File: src/rtl/dpo_defs.svh
// constants of the dual pulse output generator
`ifndef DPO_DEFS_SVH
`define DPO_DEFS_SVH

// module clock rate in hertz
`define DPO_CLK_HZ        20000000
// counted pulse rates in hertz
`define DPO_HS_HZ         10000
`define DPO_LS_HZ         10
// highest frequency-mode output in hertz
`define DPO_FREQ_MAX_HZ   32000
// half-period counts of the counted pulse rates, in clock cycles
`define DPO_HS_HALF       (`DPO_CLK_HZ / (2 * `DPO_HS_HZ))
`define DPO_LS_HALF       (`DPO_CLK_HZ / (2 * `DPO_LS_HZ))
// control word values that select the counter flavour
`define DPO_ABS_LO        16'h0000
`define DPO_DIFF_LO       16'h0001
`define DPO_CTRL_HI       16'h0000
// count register pair that clears the previous absolute value
`define DPO_CLR_LO        16'h0000
`define DPO_CLR_HI        16'h8000
// widths
`define DPO_WORD_W        16
`define DPO_VAL_W         32
`define DPO_OWED_W        33
`define DPO_NCO_W         25
`define DPO_DIV_W         32

`endif

File: src/rtl/dpo_pkg.sv
// types shared by the dual pulse output generator
`include "dpo_defs.svh"

package dpo_pkg;

    // gray along idle -> high -> low
    typedef enum logic [1:0] {
        ph_idle = 2'h0,
        ph_high = 2'h1,
        ph_low  = 2'h3
    } dpo_phase_e;

    typedef struct packed {
        dpo_phase_e                  phase;
        logic [`DPO_NCO_W-1:0]       acc;
        logic [`DPO_OWED_W-1:0]      owed;
        logic [`DPO_VAL_W-1:0]       prev;
        logic                        pulse;
    } dpo_chan_s;

    typedef struct packed {
        logic [`DPO_DIV_W-1:0]                 hs_div;
        logic [`DPO_DIV_W-1:0]                 ls_div;
        logic                                  tick_hs;
        logic                                  tick_ls;
        logic                                  halt;
        logic [1:0][`DPO_WORD_W-1:0]           ctrl_lo;
        logic [1:0][`DPO_WORD_W-1:0]           ctrl_hi;
        logic [1:0][`DPO_WORD_W-1:0]           cnt_lo;
        logic [1:0][`DPO_WORD_W-1:0]           freq_hz;
        logic [1:0]                            diff;
        logic [1:0]                            load;
        logic [1:0]                            clear;
        logic [1:0][`DPO_VAL_W-1:0]            load_val;
    } dpo_top_s;

endpackage

File: src/rtl/dpo_chan_if.sv
// per-channel carrier between the controller side and one pulse generator
`timescale 1ns/1ps
`default_nettype none
`include "dpo_defs.svh"

interface dpo_chan_if;
    logic                     freq_mode;
    logic                     speed_high;
    logic                     diff_mode;
    logic                     halt;
    logic                     tick_hs;
    logic                     tick_ls;
    logic                     load;
    logic                     clear;
    logic [`DPO_VAL_W-1:0]    load_val;
    logic [`DPO_WORD_W-1:0]   freq_hz;
    logic                     pulse;

    modport ctl (
        output freq_mode, speed_high, diff_mode, halt, tick_hs, tick_ls,
        output load, clear, load_val, freq_hz,
        input  pulse
    );
    modport gen (
        input  freq_mode, speed_high, diff_mode, halt, tick_hs, tick_ls,
        input  load, clear, load_val, freq_hz,
        output pulse
    );
endinterface

`default_nettype wire

File: src/rtl/dpo_chan.sv
// one pulse generator channel: counted pulses or a square wave
`timescale 1ns/1ps
`default_nettype none
`include "dpo_defs.svh"

module dpo_chan (
    input  wire logic   core_clk,
    input  wire logic   rst_b,
    dpo_chan_if.gen     ch
);

    localparam logic [`DPO_NCO_W:0]  NCO_MOD  = (`DPO_NCO_W+1)'(`DPO_CLK_HZ);
    localparam logic [`DPO_OWED_W-1:0] OWED_MAX = '1;

    dpo_pkg::dpo_chan_s q;
    dpo_pkg::dpo_chan_s next_q;

    // saturate instead of wrapping so a flood of writes never shrinks the owed count; pulses past OWED_MAX are dropped
    function automatic logic [`DPO_OWED_W-1:0] sat_add(
        input logic [`DPO_OWED_W-1:0] a,
        input logic [`DPO_VAL_W-1:0]  b
    );
        logic [`DPO_OWED_W:0] s;
        s = {1'b0, a} + {2'b00, b};
        sat_add = s[`DPO_OWED_W] ? OWED_MAX : s[`DPO_OWED_W-1:0];
    endfunction

    always_comb
    begin
        logic                    tick;
        logic [`DPO_NCO_W:0]     sum;
        logic [`DPO_VAL_W-1:0]   add;
        next_q = q;
        tick   = ch.speed_high ? ch.tick_hs : ch.tick_ls;
        sum    = {1'b0, q.acc} + (`DPO_NCO_W+1)'({ch.freq_hz, 1'b0});
        add    = ch.diff_mode ? ch.load_val : ch.load_val - q.prev;
        if (ch.halt)
        begin
            next_q.phase = dpo_pkg::ph_idle;
            next_q.owed  = '0;
            next_q.acc   = '0;
            next_q.pulse = 1'b0;
        end
        else
        begin
            if (ch.freq_mode)
            begin
                // toggling at twice the rate keeps high and low time equal
                next_q.phase = dpo_pkg::ph_idle;
                if (ch.freq_hz == '0)
                begin
                    next_q.acc   = '0;
                    next_q.pulse = 1'b0;
                end
                else if (sum >= NCO_MOD)
                begin
                    next_q.acc   = `DPO_NCO_W'(sum - NCO_MOD);
                    next_q.pulse = ~q.pulse;
                end
                else
                begin
                    next_q.acc = `DPO_NCO_W'(sum);
                end
            end
            else
            begin
                unique case (q.phase)
                    dpo_pkg::ph_idle:
                    begin
                        next_q.pulse = 1'b0;
                        if (tick && q.owed != '0)
                        begin
                            next_q.phase = dpo_pkg::ph_high;
                            next_q.pulse = 1'b1;
                        end
                    end
                    dpo_pkg::ph_high:
                    begin
                        if (tick)
                        begin
                            next_q.phase = dpo_pkg::ph_low;
                            next_q.pulse = 1'b0;
                            next_q.owed  = q.owed - 1'b1;
                        end
                    end
                    dpo_pkg::ph_low:
                    begin
                        if (tick)
                        begin
                            if (q.owed != '0)
                            begin
                                next_q.phase = dpo_pkg::ph_high;
                                next_q.pulse = 1'b1;
                            end
                            else
                            begin
                                next_q.phase = dpo_pkg::ph_idle;
                            end
                        end
                    end
                    default:
                    begin
                        next_q.phase = dpo_pkg::ph_idle;
                        next_q.pulse = 1'b0;
                    end
                endcase
            end
            if (ch.load)
            begin
                next_q.owed = sat_add(next_q.owed, add);
                next_q.prev = ch.load_val;
            end
            if (ch.clear)
            begin
                next_q.prev = '0;
            end
        end
    end

    always_ff @(posedge core_clk or negedge rst_b)
    begin
        if (!rst_b)
        begin
            q <= '0;
        end
        else
        begin
            q <= next_q;
        end
    end

    assign ch.pulse = q.pulse;

endmodule // dpo_chan

`default_nettype wire

File: src/rtl/dpo_top.sv
// dual pulse output generator: write decode, rate dividers and two channels
//
// Overview of operation
// - in counter mode each channel emits exactly as many pulses as the written value asks for.
// - in frequency mode each channel runs a continuous square wave with equal high and low time.
// - the speed selection matters in counter mode only and is ignored in frequency mode.
// - high speed in counter mode sends the counted pulses at 10 kHz with 50% duty.
// - low speed in counter mode sends the counted pulses at 10 Hz with 50% duty.
// - on loss of power every output stops at 0 Hz and no further pulses are sent; a frequency-mode channel restarts its wave when power_ok returns.
// - each of the two channels has its own mode and speed selection.
// - in frequency mode the low word sets the frequency in hertz up to 32 kHz; high words are ignored.
// - in absolute mode the pulses sent are the new 32-bit value minus the previous one, wrapping.
// - both control words zero select absolute mode; low word 1 and high word 0 select differential.
// - a count written before the last one is finished is added to what is still owed.
`timescale 1ns/1ps
`default_nettype none
`include "dpo_defs.svh"

// write port:
//   wr_chan  channel of the word
//   wr_ctrl  1 control pair, 0 count pair (frequency word in frequency mode)
//   wr_high  1 high word, 0 low word
//   wr_data  the word; a count commits on its high word as {high, low}
// the pair low 0, high 8000 forgets the previous absolute value and sends nothing
// a high word alone commits with whatever low word was staged last

module dpo_top #(
    parameter int unsigned HS_HALF = `DPO_HS_HALF,
    parameter int unsigned LS_HALF = `DPO_LS_HALF
) (
    input  wire logic                      core_clk,
    input  wire logic                      rst_b,
    input  wire logic                      power_ok,
    input  wire logic [1:0]                freq_mode,
    input  wire logic [1:0]                speed_high,
    input  wire logic                      wr_valid,
    input  wire logic                      wr_chan,
    input  wire logic                      wr_ctrl,
    input  wire logic                      wr_high,
    input  wire logic [`DPO_WORD_W-1:0]    wr_data,
    output logic [1:0]                     pulse_out
);

    localparam logic [`DPO_DIV_W-1:0]  HS_LAST  = `DPO_DIV_W'(HS_HALF - 1);
    localparam logic [`DPO_DIV_W-1:0]  LS_LAST  = `DPO_DIV_W'(LS_HALF - 1);
    localparam logic [`DPO_WORD_W-1:0] FREQ_MAX = `DPO_WORD_W'(`DPO_FREQ_MAX_HZ);

    dpo_pkg::dpo_top_s q;
    dpo_pkg::dpo_top_s next_q;

    // end of a half period; >= rather than == so a count past last still wraps
    function automatic logic div_wrap(
        input logic [`DPO_DIV_W-1:0] cnt,
        input logic [`DPO_DIV_W-1:0] last
    );
        div_wrap = (cnt >= last);
    endfunction

    // one-step divider: returns the next count, wrapping after last
    function automatic logic [`DPO_DIV_W-1:0] div_step(
        input logic [`DPO_DIV_W-1:0] cnt,
        input logic [`DPO_DIV_W-1:0] last
    );
        div_step = div_wrap(cnt, last) ? '0 : cnt + `DPO_DIV_W'(1);
    endfunction

    // frequencies beyond the generator's reach are held at the ceiling
    function automatic logic [`DPO_WORD_W-1:0] clamp_freq(
        input logic [`DPO_WORD_W-1:0] f
    );
        clamp_freq = (f > FREQ_MAX) ? FREQ_MAX : f;
    endfunction

    // a zero low word staged and the sign-bit high word form the clear pair
    function automatic logic is_clear_pair(
        input logic [`DPO_WORD_W-1:0] hi,
        input logic [`DPO_WORD_W-1:0] lo
    );
        is_clear_pair = (hi == `DPO_CLR_HI) && (lo == `DPO_CLR_LO);
    endfunction

    // differential flag from a control pair; other pairs keep the old flavour
    function automatic logic ctrl_flavour(
        input logic [`DPO_WORD_W-1:0] lo,
        input logic [`DPO_WORD_W-1:0] hi,
        input logic                   cur
    );
        ctrl_flavour = cur;
        if (hi == `DPO_CTRL_HI)
        begin
            if (lo == `DPO_ABS_LO)
            begin
                ctrl_flavour = 1'h0;
            end
            else if (lo == `DPO_DIFF_LO)
            begin
                ctrl_flavour = 1'h1;
            end
        end
    endfunction

    always_comb
    begin
        logic c;
        next_q = q;
        c      = wr_chan;

        // shared enables: both channels step on the same half-period grid,
        // so the first counted pulse may wait up to one half period
        next_q.hs_div  = div_step(q.hs_div, HS_LAST);
        next_q.ls_div  = div_step(q.ls_div, LS_LAST);
        next_q.tick_hs = div_wrap(q.hs_div, HS_LAST);
        next_q.tick_ls = div_wrap(q.ls_div, LS_LAST);

        next_q.halt  = ~power_ok;
        next_q.load  = 2'h0;
        next_q.clear = 2'h0;

        // writes made while power is lost are dropped; the channels are halted
        if (wr_valid && power_ok)
        begin
            if (wr_ctrl)
            begin
                if (wr_high)
                begin
                    next_q.ctrl_hi[c] = wr_data;
                end
                else
                begin
                    next_q.ctrl_lo[c] = wr_data;
                end
            end
            else if (freq_mode[c])
            begin
                // high word has no meaning at these rates and is dropped
                if (!wr_high)
                begin
                    next_q.freq_hz[c] = clamp_freq(wr_data);
                end
            end
            else if (!wr_high)
            begin
                next_q.cnt_lo[c] = wr_data;
            end
            else if (is_clear_pair(wr_data, q.cnt_lo[c]))
            begin
                next_q.clear[c] = 1'b1;
            end
            else
            begin
                // the high word completes the 32-bit value and commits it
                next_q.load[c]     = 1'b1;
                next_q.load_val[c] = {wr_data, q.cnt_lo[c]};
            end
        end

        // the flavour follows the control pair as soon as a word of it lands
        for (int i = 0; i < 2; i++)
        begin
            next_q.diff[i] = ctrl_flavour(next_q.ctrl_lo[i], next_q.ctrl_hi[i], q.diff[i]);
        end
    end

    always_ff @(posedge core_clk or negedge rst_b)
    begin
        if (!rst_b)
        begin
            q <= '0;
        end
        else
        begin
            q <= next_q;
        end
    end

    dpo_chan_if ch_if [2] ();

    for (genvar g = 0; g < 2; g++)
    begin : g_chan
        assign ch_if[g].freq_mode  = freq_mode[g];
        assign ch_if[g].speed_high = speed_high[g];
        assign ch_if[g].diff_mode  = q.diff[g];
        assign ch_if[g].halt       = q.halt;
        assign ch_if[g].tick_hs    = q.tick_hs;
        assign ch_if[g].tick_ls    = q.tick_ls;
        assign ch_if[g].load       = q.load[g];
        assign ch_if[g].clear      = q.clear[g];
        assign ch_if[g].load_val   = q.load_val[g];
        assign ch_if[g].freq_hz    = q.freq_hz[g];

        dpo_chan dpo_chan_i (
            .core_clk (core_clk),
            .rst_b    (rst_b),
            .ch       (ch_if[g])
        );

        // driven straight from the channel's output flop
        assign pulse_out[g] = ch_if[g].pulse;
    end

endmodule // dpo_top

`default_nettype wire

File: config.mk
export PLATFORM = sky130hd
export DESIGN_NAME = dpo_top
export DESIGN_NICKNAME = d
export VERILOG_FILES = /design/src/rtl/dpo_pkg.sv /design/src/rtl/dpo_chan_if.sv /design/src/rtl/dpo_chan.sv /design/src/rtl/dpo_top.sv
export VERILOG_INCLUDE_DIRS = /design/src /design/src/rtl
export SDC_FILE = /design/constraint.sdc
export NUM_CORES = 1
export LEC_CHECK = 0
export BUFFER_PORTS_ARGS = -buffer_cell sky130_fd_sc_hd__buf_4
export CELL_PAD_IN_SITES_DETAIL_PLACEMENT = 0
export CELL_PAD_IN_SITES_GLOBAL_PLACEMENT = 1
export CORE_MARGIN = 1.5
export CORE_UTILIZATION = 40
export DETAILED_ROUTE_END_ITERATION = 8
export PLACE_DENSITY = 0.63
export SYNTH_ARGS = -nofsm -noshare
export SYNTH_HDL_FRONTEND = slang
export SYNTH_SLANG_ARGS = --single-unit
File: constraint.sdc
create_clock -name core_clk -period 16.66 [get_ports core_clk]
set_input_delay 1.666 -clock core_clk [delete_from_list [all_inputs] [get_ports core_clk]]
set_output_delay 1.666 -clock core_clk [all_outputs]
set_load 0.02 [all_outputs]
==> impl_metrics.toml <==
[logic_synthesis]
synth_top_family_by_area = "compound AO/OA/AOI/OAI gates"
synth_compound_area_frac = 0.1975
async_flop_share = 1.000
synth_enable_flop_cells = 0
yosys_register_bits = 449
synth_area_mm2 = 0.02846
synth.avg_cell_area_um2 = 9.375
synthAdderAreaFrac = 0.07983
synthSimpleGateAreaFrac = 0.1516
yosys_warnings = 0
synth_ff_type = "dfrtp_1"
muxShareOfSynthArea = 0.06709
synthCells = 3036
ys_types = 90
yosysSeqAreaShare = 0.3948
synth_xor_area_frac = 0.07416

[clock_tree]
clk_latency_ps = 630
h-tree-depth = 2
cts_tree = "done"
ctsResizeCount = 0
cts_sinks = 449
postCtsSetupBuffers = 0
cts_buffers = 54
clk_pin_slew_ps = 60
cts_buffer_depth = 3
hold_buffers = 0
cts_root_buffer = "clkbuf_16"

[sta]
hold_ws_ps = 484.3
tightestPinTransition_ps = 1209
fin_crit_ps = 7450
period_share = 0.4472
fmax_mhz = 134.2
setup_tns_ps = 0
rsz0062_at_grt = "false"
final_hold_viol_count = 0
finalClockSkew_ps = 38.97
finalWorstSetupSlack_ps = 9210
slew_headroom = 0.1898
report.final.slew_viol_count = 0
setup_viol = 0

[setup_path]
cp_max_fo = 26
r2r_start = "ch_if[0].load_val[0]"
max_stage_delay_ps = 940
startpoint = "speed_high[0]"
critical_path_class = "in -> reg"
slowest_stage = "o21a_1"
critPathCaptureType = "flop"
reg2reg_slack_ps = 9840
crit_chain = "buf_4, mux2i_1, nor3b_2, nand4_1, or3_1, nor3_1, xor2_1, ha_1, a21o_1, a21o_1, a21oi_1, o21bai_1, a211oi_1, o31ai_1, a31o_2, a221oi_1, o21ai_1, a21oi_1, o21a_1, a211oi_1"
cp.depth = 20
worstPathArrival_ps = 7870
r2r_cells = 26
critical-path-top-delay-family = "compound AO/OA/AOI/OAI gates"
crit_buf_inv = 1
r2r-end = "g_chan[0].dpo_chan_i.q[46]"
cp.required_ps = 17080
start_kind = "input port"
endpoint = "g_chan[0].dpo_chan_i.q[46]"

[placement]
gp_congestion = 0.8479
port_buffers = 28
post-place-ws_ps = 8615
dp_hpwl_um = 53270
dpl_cell_area_mm2 = 0.02975

[run]
cap_violations = 0

[floorplan]
die_h_um = 269.7
fp-row-count = 97
die_area_mm2 = 0.07276
initial_core_util = 0.4050
core_mm2 = 0.07027
io_pins = 29
die_x_um = 269.7

[global_routing]
grt_max_degree = 170
grt_first_pass_wirelength_um = 122000
grt_pass1_vias = 22670
overflow = 0
antenna_found_initial = 0
grtUsageTotal = 0.2034

[power_and_ir_drop]
p_per_area_mw_per_mm2 = 151.2
irDropWorstVdd_v = 0.00008934
leakage_nw = 14.24

[drt]
drt-wirelength-per-cell_um = 18.41
routed_via_density = 5.616
first_iter_violations = 1337
ant_nets = 0
drt_wl_total_um = 74370
vias = 22680
dr.pass1.iters = 5
drc_errors = 0

[outcome]
status = "finished clean"

[cells_and_area]
area_delta_synth_final_pct = 11.24
layout-drive-gt1-share = 0.1078
final_area_mm2 = 0.03166
layout.nets = 3258

[min_path]
worstHoldPathType = "reg -> reg"
==> worst min-delay path by stage <==
stage | start | end | slack [ps] | cells after the start
floorplan | g_chan[0].dpo_chan_i.q[69] | g_chan[0].dpo_chan_i.q[69] | 450 | 2
global placement | g_chan[0].dpo_chan_i.q[69] | g_chan[0].dpo_chan_i.q[69] | 470 | 2
detailed placement | g_chan[0].dpo_chan_i.q[69] | g_chan[0].dpo_chan_i.q[69] | 480 | 2
CTS | q[233] | q[233] | 490 | 1
global route | q[195] | q[195] | 510 | 1
finish | q[201] | q[201] | 480 | 1
==> placed cells by master, fill, tap and decap left out, types with 17 or more instances in the layout <==
cell type	n
o21ai_0	144
mux2_2	149
dfrtp_1	446
nor2_1	251
a21oi_1	193
clkbuf_16	55
mux2i_1	22
nand4_1	33
nand3_1	61
and2_1	17
xor2_1	128
a21o_1	81
nor3_1	59
nand2_1	239
o21ai_1	66
or3_1	21
nor4_1	63
nand2b_1	23
xnor2_1	113
and3_1	31
ha_1	172
a22o_1	91
nor2b_1	21
inv_1	131
o21a_1	38
o211ai_1	18
conb_1	34
buf_4	52
a211oi_1	63
==> cell usage after synthesis, drive strengths merged, types with 61 or more instances <==
cell type  number  area, um2
clkbuf        116      437.9
nor4           65      412.9
a21o           81      608.1
mux2          150       1689
ha            172       2152
inv           133      499.2
xor2          128       1121
a22o           91      797.0
o21ai         212       1061
xnor2         113      989.7
nand2         239      897.1
nand3          61      305.3
dfrtp         449      11240
a211oi         64      485.5
a21oi         193      965.9
nor3           62      320.3
nor2          253      952.2
==> logic make-up (layout without fill, tap and decap cells) <==
kind of cell,after synthesis,in the layout
AOI/OAI and AO/OA,844,844
other,1,35
xor gates and xnor gates,241,241
buffers and inverters,260,289
muxes,172,172
DFF,449,449
adders and majority gates,178,178
and+or+nand+nor,891,891
==> worst reg2reg max path: stages (launching register included) <==
cell	delay, ps
dfrtp_1	390
inv_1	110
ha_1	180
inv_1	60
fa_1	390
a21oi_1	220
o211ai_1	170
o22ai_1	240
o22ai_1	200
a21oi_1	310
nand2_1	130
and2_1	190
o21ai_0	150
nand2b_1	100
xnor2_1	130
o21ai_0	290
ha_1	360
a21oi_1	220
o21bai_1	90
a211oi_1	230
o31ai_1	170
a31o_2	310
a221oi_1	440
o21ai_1	200
a21oi_1	220
o21a_1	940
a211oi_1	210
==> per-layer routing <==
| layer | wire, um | track usage |
|---|---|---|
| met5 | 0 | 0 |
| met4 | 1562 | 0.04997 |
| met3 | 2549 | 0.02298 |
| met2 | 34250 | 0.3319 |
| met1 | 36000 | 0.2874 |
==> power breakdown <==
part           internal, W  switching (W)
sequential         0.00125       0.000143
combinational     0.000905        0.00124
clock             0.000750       0.000496
total              0.00291        0.00188
==> flip-flops by register name, summed over array words and instances (netlist names) <==
name and cells:
g_chan.dpo_chan_i.q 182, q 160, ch_if.load_val 64, ch_if.freq_hz 32, ch_if.clear 2, ch_if.diff_mode 2
ch_if.load 2, g_chan.dpo_chan_i.ch.pulse 2, ch_if.halt 1, ch_if.tick_hs 1, ch_if.tick_ls 1
==> final cells by class <==
class	instances	area (um2)
Timing Repair Buffer	54	425.4
Inverter	134	503.0
Clock buffer	75	1562
Antenna cell	1	2.502
Clock inverter	26	340.3
Sequential cell	449	11240
Multi-Input combinational cell	2360	16410
Fill cell	6805	38610
Tap cell	940	1176
==> through the flow <==
step | power [W] | cells | util
2_1_floorplan | 0.003050 | 3069 | -
3_3_place_gp | 0.003532 | 3937 | 0.4234
3_5_place_dp | 0.003551 | 3937 | 0.4234
4_1_cts | 0.004834 | 4038 | 0.4505
5_1_grt | 0.005157 | 4038 | 0.4505
6_report | 0.004788 | 4039 | 0.4505
(Power assumes the default switching activity.)
